File: src/tsk_defines.svh
// constants for the timed secure key serial block
`ifndef TSK_DEFINES_SVH
`define TSK_DEFINES_SVH

// pin positions in the synchronised pin vector
`define TSK_PIN_RST 0
`define TSK_PIN_SCLK 1
`define TSK_PIN_DQ 2
`define TSK_PIN_W 3

// command word fields, bits shifted in least significant first
`define TSK_CMD_W 24
`define TSK_FN_HI 7
`define TSK_FN_LO 0
`define TSK_MODE_HI 9
`define TSK_MODE_LO 8
`define TSK_PAD_HI 19
`define TSK_PAD_LO 10
`define TSK_TAIL_HI 23
`define TSK_TAIL_LO 20
`define TSK_MODE_NORM 2'h1
`define TSK_MODE_PROG 2'h2
`define TSK_PAD_VAL 10'h000
`define TSK_TAIL_VAL 4'hb

// function codes
`define TSK_FN_NREAD 8'h62
`define TSK_FN_NWRITE 8'h9d
`define TSK_FN_PID 8'h9d
`define TSK_FN_RDCLK 8'hf1
`define TSK_FN_WRDAYS 8'hf2
`define TSK_FN_RDDAYS 8'hf3
`define TSK_FN_STOP 8'hf4
`define TSK_FN_ARM 8'hf5
`define TSK_FN_LOCK 8'hf6

// memory sizes and last bit index of each phase
`define TSK_ID_W 64
`define TSK_MEM_W 384
`define TSK_CLK_W 20
`define TSK_DAYS_W 9
`define TSK_CNT_W 9
`define TSK_CMD_LAST 9'h017
`define TSK_ID_LAST 9'h03f
`define TSK_MEM_LAST 9'h17f
`define TSK_PID_LAST 9'h07f
`define TSK_CLK_LAST 9'h013
`define TSK_DAYS_LAST 9'h008
`define TSK_CNT_ONE 9'h001
`define TSK_PID_SEL 6

// reset values and the expired days readout
`define TSK_DAYS_RST 9'h000
`define TSK_DAYS_EXPIRED 9'h1ff
`define TSK_LFSR_SEED 16'hace1

// day clock oscillator
`define TSK_OSC_PERIOD_US 82400
`define TSK_CLK_MHZ 20
`define TSK_OSC_CYCLES (`TSK_OSC_PERIOD_US * `TSK_CLK_MHZ)
`define TSK_PRESC_W 21

`endif

File: src/tsk_pkg.sv
// types of the timed secure key serial block
package tsk_pkg;

  typedef enum logic [11:0] {
    TSK_ST_IDLE     = 12'h001,
    TSK_ST_CMD      = 12'h002,
    TSK_ST_ID_OUT   = 12'h004,
    TSK_ST_MATCH_IN = 12'h008,
    TSK_ST_MEM_OUT  = 12'h010,
    TSK_ST_MEM_IN   = 12'h020,
    TSK_ST_GARBLE   = 12'h040,
    TSK_ST_PID_IN   = 12'h080,
    TSK_ST_CLK_OUT  = 12'h100,
    TSK_ST_DAYS_OUT = 12'h200,
    TSK_ST_DAYS_IN  = 12'h400,
    TSK_ST_DONE     = 12'h800
  } tsk_state_t;

endpackage

File: src/tsk_key.sv
// timed secure key: three-wire serial command engine, secure memory and day countdown
`include "tsk_defines.svh"

module tsk_key #(
  parameter int unsigned OSC_TICK_CYCLES = `TSK_OSC_CYCLES
) (
  // clock and reset
  input wire logic clk,
  input wire logic sys_rst,
  // three-wire link pins
  input wire logic link_rst_pin,
  input wire logic link_sclk_pin,
  input wire logic dq_in,
  output logic dq_out,
  output logic dq_oe,
  // status
  output logic days_expired,
  output logic days_locked,
  output logic osc_armed,
  output logic osc_running
);

  logic [`TSK_PIN_W-1:0] pins_s;
  logic sclk_rise;
  logic sclk_fall;
  logic link_rst_s;
  logic dq_s;

  tsk_pkg::tsk_state_t state_reg;
  tsk_pkg::tsk_state_t phase_next;
  logic [`TSK_CNT_W-1:0] cnt_reg;
  logic [`TSK_CNT_W-1:0] phase_last;
  logic [`TSK_CMD_W-1:0] cmd_reg;
  logic [`TSK_CMD_W-1:0] cmd_next;
  logic cmd_done;
  logic is_write_reg;
  logic [`TSK_ID_W-1:0] cmp_reg;
  logic match_now;
  logic [`TSK_ID_W-1:0] id_reg;
  logic [`TSK_ID_W-1:0] match_reg;
  logic [`TSK_MEM_W-1:0] secure_reg;
  logic [`TSK_DAYS_W-1:0] days_reg;
  logic [`TSK_DAYS_W-1:0] days_sh_reg;
  logic [`TSK_DAYS_W-1:0] days_rd;
  logic expired_reg;
  logic lock_reg;
  logic arm_reg;
  logic osc_run_reg;
  logic [`TSK_CLK_W-1:0] day_cnt;
  logic [`TSK_CLK_W-1:0] clk_snap_reg;
  logic day_wrap;
  logic [15:0] lfsr_reg;
  logic dq_out_reg;
  logic dq_oe_reg;
  logic out_phase;
  logic out_bit;

  // command word framing: pattern of bytes two and three
  function automatic logic frame_ok(input logic [`TSK_CMD_W-1:0] c, input logic [1:0] mode);
    frame_ok = (c[`TSK_MODE_HI:`TSK_MODE_LO] == mode) &&
               (c[`TSK_PAD_HI:`TSK_PAD_LO] == `TSK_PAD_VAL) &&
               (c[`TSK_TAIL_HI:`TSK_TAIL_LO] == `TSK_TAIL_VAL);
  endfunction

  // exact program mode command with a given function code
  function automatic logic prog_hit(input logic [`TSK_CMD_W-1:0] c, input logic [7:0] fn);
    prog_hit = frame_ok(c, `TSK_MODE_PROG) && (c[`TSK_FN_HI:`TSK_FN_LO] == fn);
  endfunction

  // exact normal mode command with a given function code
  function automatic logic norm_hit(input logic [`TSK_CMD_W-1:0] c, input logic [7:0] fn);
    norm_hit = frame_ok(c, `TSK_MODE_NORM) && (c[`TSK_FN_HI:`TSK_FN_LO] == fn);
  endfunction

  // any of the nine accepted command words
  function automatic logic cmd_ok(input logic [`TSK_CMD_W-1:0] c);
    cmd_ok = norm_hit(c, `TSK_FN_NREAD) || norm_hit(c, `TSK_FN_NWRITE) ||
             prog_hit(c, `TSK_FN_PID) || prog_hit(c, `TSK_FN_RDCLK) ||
             prog_hit(c, `TSK_FN_WRDAYS) || prog_hit(c, `TSK_FN_RDDAYS) ||
             prog_hit(c, `TSK_FN_STOP) || prog_hit(c, `TSK_FN_ARM) ||
             prog_hit(c, `TSK_FN_LOCK);
  endfunction

  // phase that follows a complete command word
  function automatic tsk_pkg::tsk_state_t cmd_decode(input logic [`TSK_CMD_W-1:0] c,
                                                      input logic expired,
                                                      input logic locked);
    cmd_decode = tsk_pkg::TSK_ST_DONE;
    if (norm_hit(c, `TSK_FN_NREAD) || norm_hit(c, `TSK_FN_NWRITE)) begin
      cmd_decode = tsk_pkg::TSK_ST_ID_OUT;
    end else if (prog_hit(c, `TSK_FN_PID) && !expired) begin
      cmd_decode = tsk_pkg::TSK_ST_PID_IN;
    end else if (prog_hit(c, `TSK_FN_RDCLK)) begin
      cmd_decode = tsk_pkg::TSK_ST_CLK_OUT;
    end else if (prog_hit(c, `TSK_FN_RDDAYS)) begin
      cmd_decode = tsk_pkg::TSK_ST_DAYS_OUT;
    end else if (prog_hit(c, `TSK_FN_WRDAYS) && !locked && !expired) begin
      cmd_decode = tsk_pkg::TSK_ST_DAYS_IN;
    end
  endfunction

  // pin synchronisers and serial clock edges
  tsk_pin_sync u_sync (
    .clk(clk),
    .sys_rst(sys_rst),
    .pins_in({dq_in, link_sclk_pin, link_rst_pin}),
    .pins_sync(pins_s),
    .sclk_rise(sclk_rise),
    .sclk_fall(sclk_fall)
  );

  assign link_rst_s = pins_s[`TSK_PIN_RST];
  assign dq_s = pins_s[`TSK_PIN_DQ];

  // day clock from internal oscillator
  tsk_day_clock #(
    .TICK_CYCLES(OSC_TICK_CYCLES)
  ) u_day_clock (
    .clk(clk),
    .sys_rst(sys_rst),
    .run(osc_run_reg),
    .count(day_cnt),
    .wrap(day_wrap)
  );

  assign cmd_next = {dq_s, cmd_reg[`TSK_CMD_W-1:1]};
  assign cmd_done = sclk_rise && (state_reg == tsk_pkg::TSK_ST_CMD) &&
                    (cnt_reg == `TSK_CMD_LAST);
  assign match_now = ({dq_s, cmp_reg[`TSK_ID_W-1:1]} == match_reg);
  assign days_rd = expired_reg ? `TSK_DAYS_EXPIRED : days_reg;

  // length and successor of the current phase
  always_comb begin
    phase_last = `TSK_CMD_LAST;
    phase_next = tsk_pkg::TSK_ST_DONE;
    unique case (state_reg)
      tsk_pkg::TSK_ST_IDLE: phase_next = tsk_pkg::TSK_ST_CMD;
      tsk_pkg::TSK_ST_CMD: phase_next = cmd_decode(cmd_next, expired_reg, lock_reg);
      tsk_pkg::TSK_ST_ID_OUT: begin
        phase_last = `TSK_ID_LAST;
        phase_next = tsk_pkg::TSK_ST_MATCH_IN;
      end
      tsk_pkg::TSK_ST_MATCH_IN: begin
        phase_last = `TSK_ID_LAST;
        if (is_write_reg) begin
          phase_next = (match_now && !expired_reg) ? tsk_pkg::TSK_ST_MEM_IN :
                       tsk_pkg::TSK_ST_DONE;
        end else begin
          phase_next = match_now ? tsk_pkg::TSK_ST_MEM_OUT :
                       tsk_pkg::TSK_ST_GARBLE;
        end
      end
      tsk_pkg::TSK_ST_MEM_OUT: phase_last = `TSK_MEM_LAST;
      tsk_pkg::TSK_ST_MEM_IN: phase_last = `TSK_MEM_LAST;
      tsk_pkg::TSK_ST_GARBLE: phase_last = `TSK_MEM_LAST;
      tsk_pkg::TSK_ST_PID_IN: phase_last = `TSK_PID_LAST;
      tsk_pkg::TSK_ST_CLK_OUT: phase_last = `TSK_CLK_LAST;
      tsk_pkg::TSK_ST_DAYS_OUT: phase_last = `TSK_DAYS_LAST;
      tsk_pkg::TSK_ST_DAYS_IN: phase_last = `TSK_DAYS_LAST;
      tsk_pkg::TSK_ST_DONE: phase_next = tsk_pkg::TSK_ST_DONE;
    endcase
  end

  // transfer sequencer, bit counter advances on serial clock rise
  always_ff @(posedge clk or posedge sys_rst) begin
    if (sys_rst) begin
      state_reg <= tsk_pkg::TSK_ST_IDLE;
      cnt_reg <= '0;
    end else if (!link_rst_s) begin
      state_reg <= tsk_pkg::TSK_ST_IDLE;
      cnt_reg <= '0;
    end else if (state_reg == tsk_pkg::TSK_ST_IDLE) begin
      state_reg <= phase_next;
      cnt_reg <= '0;
    end else if (sclk_rise && state_reg != tsk_pkg::TSK_ST_DONE) begin
      if (cnt_reg == phase_last) begin
        state_reg <= phase_next;
        cnt_reg <= '0;
      end else begin
        cnt_reg <= cnt_reg + `TSK_CNT_ONE;
      end
    end
  end

  // command shift register and transfer direction
  always_ff @(posedge clk or posedge sys_rst) begin
    if (sys_rst) begin
      cmd_reg <= '0;
      is_write_reg <= 1'b0;
    end else if (sclk_rise && state_reg == tsk_pkg::TSK_ST_CMD) begin
      cmd_reg <= cmd_next;
      if (cmd_done) begin
        is_write_reg <= norm_hit(cmd_next, `TSK_FN_NWRITE);
      end
    end
  end

  // compare register for the security match
  always_ff @(posedge clk or posedge sys_rst) begin
    if (sys_rst) begin
      cmp_reg <= '0;
    end else if (sclk_rise && state_reg == tsk_pkg::TSK_ST_MATCH_IN) begin
      cmp_reg <= {dq_s, cmp_reg[`TSK_ID_W-1:1]};
    end
  end

  // identification, match and secure memories
  always_ff @(posedge clk or posedge sys_rst) begin
    if (sys_rst) begin
      id_reg <= '0;
      match_reg <= '0;
      secure_reg <= '0;
    end else if (cmd_done && prog_hit(cmd_next, `TSK_FN_PID) && !expired_reg) begin
      id_reg <= '0;
      match_reg <= '0;
      secure_reg <= '0;
    end else if (sclk_rise && state_reg == tsk_pkg::TSK_ST_PID_IN) begin
      if (cnt_reg[`TSK_PID_SEL]) begin
        match_reg[cnt_reg[5:0]] <= dq_s;
      end else begin
        id_reg[cnt_reg[5:0]] <= dq_s;
      end
    end else if (sclk_rise && state_reg == tsk_pkg::TSK_ST_MEM_IN) begin
      secure_reg[cnt_reg] <= dq_s;
    end
  end

  // days remaining and expiry
  always_ff @(posedge clk or posedge sys_rst) begin
    if (sys_rst) begin
      days_reg <= `TSK_DAYS_RST;
      days_sh_reg <= '0;
      expired_reg <= 1'b0;
    end else if (sclk_rise && state_reg == tsk_pkg::TSK_ST_DAYS_IN) begin
      days_sh_reg <= {dq_s, days_sh_reg[`TSK_DAYS_W-1:1]};
      if (cnt_reg == `TSK_DAYS_LAST) begin
        days_reg <= {dq_s, days_sh_reg[`TSK_DAYS_W-1:1]};
      end
    end else if (day_wrap && !expired_reg) begin
      if (days_reg == '0) begin
        expired_reg <= 1'b1;
      end else begin
        days_reg <= days_reg - `TSK_DAYS_W'(1);
      end
    end
  end

  // lock, arm and oscillator run bits
  always_ff @(posedge clk or posedge sys_rst) begin
    if (sys_rst) begin
      lock_reg <= 1'b0;
      arm_reg <= 1'b0;
      osc_run_reg <= 1'b0;
    end else if (cmd_done) begin
      if (prog_hit(cmd_next, `TSK_FN_LOCK)) begin
        lock_reg <= 1'b1;
      end
      if (prog_hit(cmd_next, `TSK_FN_ARM)) begin
        arm_reg <= 1'b1;
      end else if (prog_hit(cmd_next, `TSK_FN_STOP) && !lock_reg) begin
        arm_reg <= 1'b0;
        osc_run_reg <= 1'b0;
      end else if (cmd_ok(cmd_next) && arm_reg) begin
        osc_run_reg <= 1'b1;
      end
    end
  end

  // day clock snapshot taken when any command word completes
  always_ff @(posedge clk or posedge sys_rst) begin
    if (sys_rst) begin
      clk_snap_reg <= '0;
    end else if (cmd_done) begin
      clk_snap_reg <= day_cnt;
    end
  end

  // free-running pseudo-random source for garbled output
  always_ff @(posedge clk or posedge sys_rst) begin
    if (sys_rst) begin
      lfsr_reg <= `TSK_LFSR_SEED;
    end else begin
      lfsr_reg <= {lfsr_reg[14:0], lfsr_reg[15] ^ lfsr_reg[13] ^ lfsr_reg[12] ^ lfsr_reg[10]};
    end
  end

  // output bit selection
  always_comb begin
    out_phase = 1'b1;
    out_bit = 1'b0;
    unique case (state_reg)
      tsk_pkg::TSK_ST_ID_OUT: out_bit = id_reg[cnt_reg[5:0]];
      tsk_pkg::TSK_ST_MEM_OUT: out_bit = secure_reg[cnt_reg];
      tsk_pkg::TSK_ST_GARBLE: out_bit = lfsr_reg[0];
      tsk_pkg::TSK_ST_CLK_OUT: out_bit = clk_snap_reg[cnt_reg[4:0]];
      tsk_pkg::TSK_ST_DAYS_OUT: out_bit = days_rd[cnt_reg[3:0]];
      tsk_pkg::TSK_ST_IDLE, tsk_pkg::TSK_ST_CMD, tsk_pkg::TSK_ST_MATCH_IN,
      tsk_pkg::TSK_ST_MEM_IN, tsk_pkg::TSK_ST_PID_IN, tsk_pkg::TSK_ST_DAYS_IN,
      tsk_pkg::TSK_ST_DONE: out_phase = 1'b0;
    endcase
  end

  // data line driver: drive on fall, release on rise
  always_ff @(posedge clk or posedge sys_rst) begin
    if (sys_rst) begin
      dq_out_reg <= 1'b0;
      dq_oe_reg <= 1'b0;
    end else if (!link_rst_s) begin
      dq_oe_reg <= 1'b0;
    end else if (sclk_rise) begin
      dq_oe_reg <= 1'b0;
    end else if (sclk_fall && out_phase) begin
      dq_out_reg <= out_bit;
      dq_oe_reg <= 1'b1;
    end
  end

  assign dq_out = dq_out_reg;
  assign dq_oe = dq_oe_reg;
  assign days_expired = expired_reg;
  assign days_locked = lock_reg;
  assign osc_armed = arm_reg;
  assign osc_running = osc_run_reg;

endmodule

File: src/tsk_pin_sync.sv
// two-stage pin synchronisers and serial clock edge detection
`include "tsk_defines.svh"

module tsk_pin_sync (
  // clock and reset
  input wire logic clk,
  input wire logic sys_rst,
  // raw pins
  input wire logic [`TSK_PIN_W-1:0] pins_in,
  // synchronised pins and edges
  output logic [`TSK_PIN_W-1:0] pins_sync,
  output logic sclk_rise,
  output logic sclk_fall
);

  logic [`TSK_PIN_W-1:0] stage1_reg;
  logic [`TSK_PIN_W-1:0] stage2_reg;
  logic sclk_prev_reg;

  genvar g;
  generate
    for (g = 0; g < `TSK_PIN_W; g++) begin : g_sync
      always_ff @(posedge clk or posedge sys_rst) begin
        if (sys_rst) begin
          stage1_reg[g] <= 1'b0;
          stage2_reg[g] <= 1'b0;
        end else begin
          stage1_reg[g] <= pins_in[g];
          stage2_reg[g] <= stage1_reg[g];
        end
      end
    end
  endgenerate

  always_ff @(posedge clk or posedge sys_rst) begin
    if (sys_rst) begin
      sclk_prev_reg <= 1'b0;
    end else begin
      sclk_prev_reg <= stage2_reg[`TSK_PIN_SCLK];
    end
  end

  assign pins_sync = stage2_reg;
  assign sclk_rise = stage2_reg[`TSK_PIN_SCLK] & ~sclk_prev_reg;
  assign sclk_fall = ~stage2_reg[`TSK_PIN_SCLK] & sclk_prev_reg;

endmodule

File: src/tsk_day_clock.sv
// internal oscillator prescaler and 20-bit day clock counter
`include "tsk_defines.svh"

module tsk_day_clock #(
  parameter int unsigned TICK_CYCLES = `TSK_OSC_CYCLES
) (
  // clock and reset
  input wire logic clk,
  input wire logic sys_rst,
  // control
  input wire logic run,
  // day clock state
  output logic [`TSK_CLK_W-1:0] count,
  output logic wrap
);

  localparam logic [`TSK_PRESC_W-1:0] TICK_LAST = `TSK_PRESC_W'(TICK_CYCLES - 1);

  logic [`TSK_PRESC_W-1:0] presc_reg;
  logic [`TSK_CLK_W-1:0] count_reg;
  logic tick;

  assign tick = run && (presc_reg == TICK_LAST);

  // oscillator period as a prescaled tick
  always_ff @(posedge clk or posedge sys_rst) begin
    if (sys_rst) begin
      presc_reg <= '0;
    end else if (!run || tick) begin
      presc_reg <= '0;
    end else begin
      presc_reg <= presc_reg + `TSK_PRESC_W'(1);
    end
  end

  always_ff @(posedge clk or posedge sys_rst) begin
    if (sys_rst) begin
      count_reg <= '0;
    end else if (tick) begin
      count_reg <= count_reg + `TSK_CLK_W'(1);
    end
  end

  assign count = count_reg;
  assign wrap = tick && (count_reg == '1);

endmodule

File: config.mk
export PLATFORM = sky130hd
export DESIGN_NAME = tsk_key
export DESIGN_NICKNAME = d
export VERILOG_FILES = /design/src/tsk_pkg.sv /design/src/tsk_key.sv /design/src/tsk_pin_sync.sv /design/src/tsk_day_clock.sv
export VERILOG_INCLUDE_DIRS = /design/src
export SDC_FILE = /design/constraint.sdc
export NUM_CORES = 2
export LEC_CHECK = 0
export ABC_AREA = 1
export BUFFER_PORTS_ARGS = -buffer_cell sky130_fd_sc_hd__buf_2
export CORE_MARGIN = 5
export CORE_UTILIZATION = 58
export DETAILED_ROUTE_END_ITERATION = 10
export PLACE_DENSITY_LB_ADDON = 0.25
export REMOVE_ABC_BUFFERS = 1
export SLEW_MARGIN = 20
export SYNTH_ARGS = -nofsm -noshare
export SYNTH_HDL_FRONTEND = slang
export SYNTH_HIERARCHICAL = 1
export SYNTH_SLANG_ARGS = --single-unit
File: constraint.sdc
create_clock -name clk -period 20.5 [get_ports clk]
set_input_delay 1.025 -clock clk [delete_from_list [all_inputs] [get_ports clk]]
set_output_delay 1.025 -clock clk [all_outputs]
set_load 0.02 [all_outputs]
* Yosys cells after proc, flatten, opt, wreduce, memory -nomap -nowiden
Index checks and enable logic that the tools add are counted.
** Word-level totals
- Register bits after elaboration :: 730
- Bits of input ports :: 5
- Word-level logic and storage cells :: 210
- Output and inout port bits :: 6
** Cells by class
- Bitwise logic cells :: 10
- Add/sub/neg operators :: 4
- Equality and inequality tests :: 37
- Magnitude comparators :: 6
- Reduce and logical (&&, ||, !) cells :: 69
- Multiplexer cells :: 57
** Operator list (number)
- 384-bit two-way mux :: 3
- 384-bit bitwise mux :: 1
- 64-bit two-way mux :: 6
- 12-bit two-way mux :: 11
- 64-bit bitwise mux :: 2
- 9-bit two-way mux :: 9
- 64-bit == test :: 1
- 8-bit == test, second input constant :: 7
- 12-bit case mux with 4 select lines :: 1
- 9-bit case mux with 5 select lines :: 1
- 1-bit logical AND :: 34
- 21-bit by 1-bit adder with 21-bit output, second input constant :: 1
- 21-bit == test, second input constant :: 1
- 21-bit two-way mux :: 1
- 20-bit by 1-bit adder with 20-bit output, second input constant :: 1
- 20-bit == test, second input constant :: 1
- 1-bit two-way mux :: 14
- 2-bit AND reduction :: 7
- 12-bit by 1-bit == test with 1-bit output, second input constant :: 1
- 12-bit by 10-bit == test with 1-bit output, second input constant :: 1
- 12-bit by 11-bit == test with 1-bit output, second input constant :: 1
- 12-bit == test, second input constant :: 1
- 12-bit by 2-bit == test with 1-bit output, second input constant :: 1
- 12-bit by 3-bit == test with 1-bit output, second input constant :: 1
- other kinds (45) :: 75

* Longest topological paths before layout
- Depth after elaboration :: 16
- Depth in mapped cells :: 19
- Mapped depth without buffers :: 17

* Cells and area by module
The synthesis kept the hierarchy.
** Modules (own cells, without submodules)
- tsk_key :: seq. area each 17002.6 sq um, cells an instance 4655, area an instance 36460.0 sq um, times used 1
- tsk_day_clock :: seq. area each 1026.0 sq um, cells an instance 390, area an instance 2643.8 sq um, times used 1
- tsk_pin_sync :: seq. area each 175.2 sq um, cells an instance 12, area an instance 193.9 sq um, times used 1

* Least setup slack after synthesis
No wires, ideal clock.
- Kind :: flip-flop to flip-flop
- From :: register cnt_reg[0]
- To :: register days_reg[0]
- Arrival time :: 2.641 ns
- Library setup time :: 0.127 ns
- Clock period less this slack :: 2.768 ns
- Setup slack :: 17.732 ns
- Path buffers :: 4
- Required time :: 20.373 ns
- Stages on the path, launching flop included :: 14
- Cells stage by stage :: dfrtp_1 > inv_1 > buf_2 > buf_2 > buf_1 > ha_1 > inv_1 > nor3_1 > nand2_1 > o21ai_0 > nand2_1 > inv_1 > buf_2 > o21ai_0
** On the way
- Word-level cells in the longest chain between the ends :: 3
** Ends and longest elaborated chain
- from (decl) :: line tsk_key.sv:31 : logic [`TSK_CNT_W-1:0] cnt_reg;
- from (signal assigned) :: line tsk_key.sv:180 : cnt_reg <= cnt_reg + `TSK_CNT_ONE;
- 9-bit by 4-bit == test with 1-bit output (no line)
- 2-bit by 1-bit != test with 1-bit output (no line)
- 3-bit AND reduction (no line)
- to (signal assigned) :: line tsk_key.sv:231 : days_reg <= `TSK_DAYS_RST;
- to (signal assigned) :: line tsk_key.sv:237 : days_reg <= {dq_s, days_sh_reg[`TSK_DAYS_W-1:1]};
- to (signal assigned) :: line tsk_key.sv:243 : days_reg <= days_reg - `TSK_DAYS_W'(1);
- to (decl) :: line tsk_key.sv:42 : logic [`TSK_DAYS_W-1:0] days_reg;
No other way between the ends.
A chain may end at the register's enable or synchronous reset.

* Worst setup path in the final report
- From :: register cnt_reg[4]
- To :: register secure_reg[373]
** On the way
- Word-level cells in the longest chain between the ends :: 8
- Elaborated cells between the ends (all ways) :: 16
- Those cells by class :: order compare: 2; eq/ne: 2; mux: 6; reduce/logical: 6
** Ends and longest elaborated chain
- 9-bit by 10-bit less-than comparator with 1-bit output (not written as such) or 9-bit by 1-bit >= comparator with 1-bit output (tied branches) :: line tsk_key.sv:224 : secure_reg[cnt_reg] <= dq_s;
- 1-bit logical AND (not written as such) :: line tsk_key.sv:224
- 1-bit two-way mux (not written as such) :: line tsk_key.sv:224
- 1-bit demux with 9-bit select :: line tsk_key.sv:224
- 384-bit bitwise mux :: line tsk_key.sv:224
- 384-bit two-way mux :: line tsk_key.sv:223 : end else if (sclk_rise && state_reg == tsk_pkg::TSK_ST_MEM_IN) begin
- 384-bit two-way mux :: line tsk_key.sv:217 : end else if (sclk_rise && state_reg == tsk_pkg::TSK_ST_PID_IN) begin
- 384-bit two-way mux :: line tsk_key.sv:213 : end else if (cmd_done && prog_hit(cmd_next, `TSK_FN_PID) && !expired_reg) begin
- to (signal, indexed assignment) :: line tsk_key.sv:224
- to (decl) :: line tsk_key.sv:41 : logic [`TSK_MEM_W-1:0] secure_reg;
Several ways; a longest one is shown, not always the timed one. The select of a mux whose other input is x is not followed.

==> flow_metrics.py <==
metrics = {
    "global_routing": {
        "track_usage": 0.297,
        "antenna_found_initial": 1,
        "grt_max_degree": 179,
        "grt_pass1_vias": 32800,
        "grt_pass1_wl_um": 178000,
        "grt_overflow": 0,
    },
    "timing": {
        "post-route-period-util": 0.224,
        "slew_violations": 0,
        "setup_viol": 0,
        "clock_skew_ns": 0.0319,
        "period_needed_ns": 4.60,
        "clock.fmax_ghz": 0.218,
        "rsz0062_at_grt": "no",
        "fin_setup_tns_ns": 0,
        "relSlewSlack": 0.236,
        "worst_slew_pin_slew_ns": 1.14,
        "hold_violations": 0,
    },
    "logic_synthesis": {
        "synth_area_leader_cell": "dfrtp_1",
        "async_flop_share": 1.00,
        "ys_types": 54,
        "netlist_area_sq_um": 39300,
        "synth_seq_cells": 727,
        "synth_cells": 5057,
        "ys.warnings.count": 6,
        "synthTopCellsByArea": "dfrtp_1, nand2_1, inv_1, o21ai_0, o311ai_0",
        "syn-mean-instance-area_sq_um": 7.77,
        "seq_area_frac_synth": 0.463,
        "ys.flop_type": "dfrtp_1",
        "synth_edf_count": 0,
        "yosys.area.top_type_share": 0.457,
    },
    "clock_network": {
        "cts_made_buffers": 80,
        "clock_latency_ns": 0.63,
        "htree_levels": 3,
        "clock_sinks": 727,
        "cts_resized": 0,
        "cts.clk_slew.worst_paths_ns": 0.06,
        "cts_hold_buf": 0,
        "clockRootBuffer": "clkbuf_16",
        "cts_max_path_buffers": 3,
        "cts_tree": "done",
        "cts_setup_buffers": 0,
    },
    "layout": {
        "seqCellArea_sq_um": 18200,
        "fillCellCount": 5829,
        "drive_above_1_share": 0.0611,
        "area_delta_synth_final_pct": 7.76,
        "layout.nets": 4864,
        "multi_input_area_sq_um": 16700,
        "largest_reg_flops": 384,
    },
    "hold_path": {
        "hold_start": "u_sync/stage1_reg[1]",
        "hold_path_class": "register to register",
        "min_path_cells": 0,
    },
    "routing": {
        "num_vias": 34400,
        "antenna_left": 0,
        "vias_per_cell": 5.95,
        "drc_errors": 0,
        "dr.pass1.iters": 6,
        "avgRoutedWirePerCell_um": 19.1,
        "drtIter0Drc": 3678,
        "drt_wl_total_um": 111000,
    },
    "floorplanning": {
        "die_h_um": 270,
        "die_x_um": 270,
        "initial_core_util": 0.585,
        "ios": 11,
        "rows": 95,
        "fp.coreArea_sq_um": 67200,
        "dieArea_sq_um": 73100,
    },
    "critical_path": {
        "cp.arrival_ns": 5.14,
        "crit_path_max_fanout": 102,
        "crit_start": "cnt_reg[4]",
        "start_kind": "register",
        "r2r_start": "cnt_reg[4]",
        "critical_path_class": "register to register",
        "required_ns": 21.04,
        "critical_path.endpoint_type": "register",
        "r2r_cells": 12,
    },
    "pwr": {
        "pwr_density_cell_nw_per_um2": 74.2,
        "internal_power_w": 0.00239,
        "switching_power_w": 0.000755,
        "seqPwrFrac": 0.463,
        "p_leak_nw": 21.9,
        "swShare": 0.240,
        "peakVddDrop_mv": 0.0758,
        "p_comb_frac": 0.059,
        "finalPower_w": 0.00314,
        "clockPowerShare": 0.478,
    },
    "placement": {
        "gp_congestion": 0.907,
        "hpwlAfterDp_um": 65400,
        "portBuffers": 10,
    },
    "job": {
        "drv_cap": 0,
    },
    "outcome": {
        "status": "finished clean",
    },
}
cell families (layout without fill, tap and decap cells):
| kind of cell | after synthesis | in the layout | synth area share |
|---|---|---|---|
| AND/OR/NAND/NOR | 1849 | 1849 | 0.200 |
| AO/OA/AOI/OAI | 1212 | 1212 | 0.199 |
| buffers and inverters | 1174 | 1028 | 0.115 |
| flip-flops | 727 | 727 | 0.463 |
| XOR/XNOR | 81 | 81 | 0.0181 |
| adder cells (fa/ha/maj) | 7 | 7 | 0.00223 |
| multiplexers | 7 | 7 | 0.00201 |
| other | 0 | 1 | 0 |
power groups by stage:
stage	clock network, W	registers [W]	logic, W
after global routing	0.00158	0.00145	0.000205
after floorplan	0	0.00149	0.000111
after detailed placement	0	0.00148	0.000183
after global placement	0	0.00148	0.000182
final	0.00150	0.00145	0.000187
after CTS	0.00152	0.00145	0.000184
synthesized netlist by cell type, types with 49 or more instances:
cell	count
o21bai_1	114
buf_2	49
a21oi_1	68
o21ai_0	482
nand2_1	988
nand4_1	69
nor2_1	418
clkbuf_1	282
nor3_1	73
o21ai_1	92
o311ai_1	50
inv_1	790
o211ai_1	153
nand3_1	221
xor2_1	73
dfrtp_1	718
o311ai_0	218
layout make-up:
type,count,share of cell area
flip-flops and latches,727,0.430
multi-input cells,3156,0.394
inverters,815,0.0725
clock buffers,123,0.0577
well taps,873,0.0258
repair buffers,72,0.0130
clock inverters,18,0.00697
diodes,1,0.0000591
cells in the final DEF, fill, tap and decap left out, types with 9 or more instances in the layout:
| cell | n |
|---|---|
| o311ai_0 | 218 |
| nand3b_1 | 13 |
| o211ai_1 | 153 |
| nor2_2 | 15 |
| nor4_1 | 9 |
| o21bai_1 | 114 |
| dfrtp_1 | 716 |
| buf_2 | 10 |
| clkbuf_8 | 26 |
| inv_1 | 787 |
| nand2_1 | 986 |
| o21ai_1 | 92 |
| xor2_1 | 73 |
| dfstp_2 | 9 |
| nand3_1 | 220 |
| clkbuf_1 | 16 |
| inv_2 | 20 |
| o31ai_1 | 11 |
| buf_4 | 57 |
| a21oi_1 | 68 |
| o311ai_1 | 50 |
| o21ai_0 | 482 |
| nor2_4 | 17 |
| nor2_1 | 411 |
| nor3_1 | 73 |
| nand2_2 | 10 |
| nand4_1 | 69 |
| clkbuf_16 | 81 |
worst max-delay path, cell delays in order, from the launching register on:
cell      delay (ns)
dfrtp_1         0.46
inv_2           0.13
nor2_4          0.12
inv_2           0.49
nor2_2          0.10
nand2_1         0.19
nor2_4          0.08
nand4_1         0.07
buf_4           0.66
buf_4           0.88
buf_4           0.79
o311ai_0        0.28
inv_1           0.10
routing by layer:
metal | up-vias | share of wire | GRT usage | wire (um)
met3 | 299 | 0.088 | 0.0532 | 9720
li1 | 16300 | - | - | -
met2 | 1504 | 0.45 | 0.464 | 49800
met5 | - | 0 | 0 | 0
met4 | 0 | 0.042 | 0.117 | 4660
met1 | 16300 | 0.42 | 0.417 | 46500
through the flow:
step / hold WS [ns] / instance area [sq um] / util / cells / worst slack (ns)
3_5_place_dp: 0.336 / 39600 / 0.589 / 5643 / 16.06
4_1_cts: 0.352 / 42300 / 0.630 / 5784 / 16.02
5_1_grt: 0.355 / 42300 / 0.631 / 5784 / 15.64
6_report: 0.349 / 42300 / 0.631 / 5785 / 15.90
3_3_place_gp: 0.333 / 39600 / 0.589 / 5643 / 16.11
2_1_floorplan: 0.331 / 37900 / - / 4698 / 0.455
worst paths after layout:
check / slack [ns] / end
hold / removal: 0.35 / u_sync/pins_sync[1]
setup / recovery: 15.90 / secure_reg[373]
max in group asynchronous: 17.74 / cmp_reg[24]
hold reg to reg: 0.35 / u_sync/pins_sync[1]
min in group asynchronous: 0.38 / u_sync/stage1_reg[1]
setup reg to reg: 15.90 / secure_reg[373]
No activity file was read; power rests on OpenSTA's default activity.
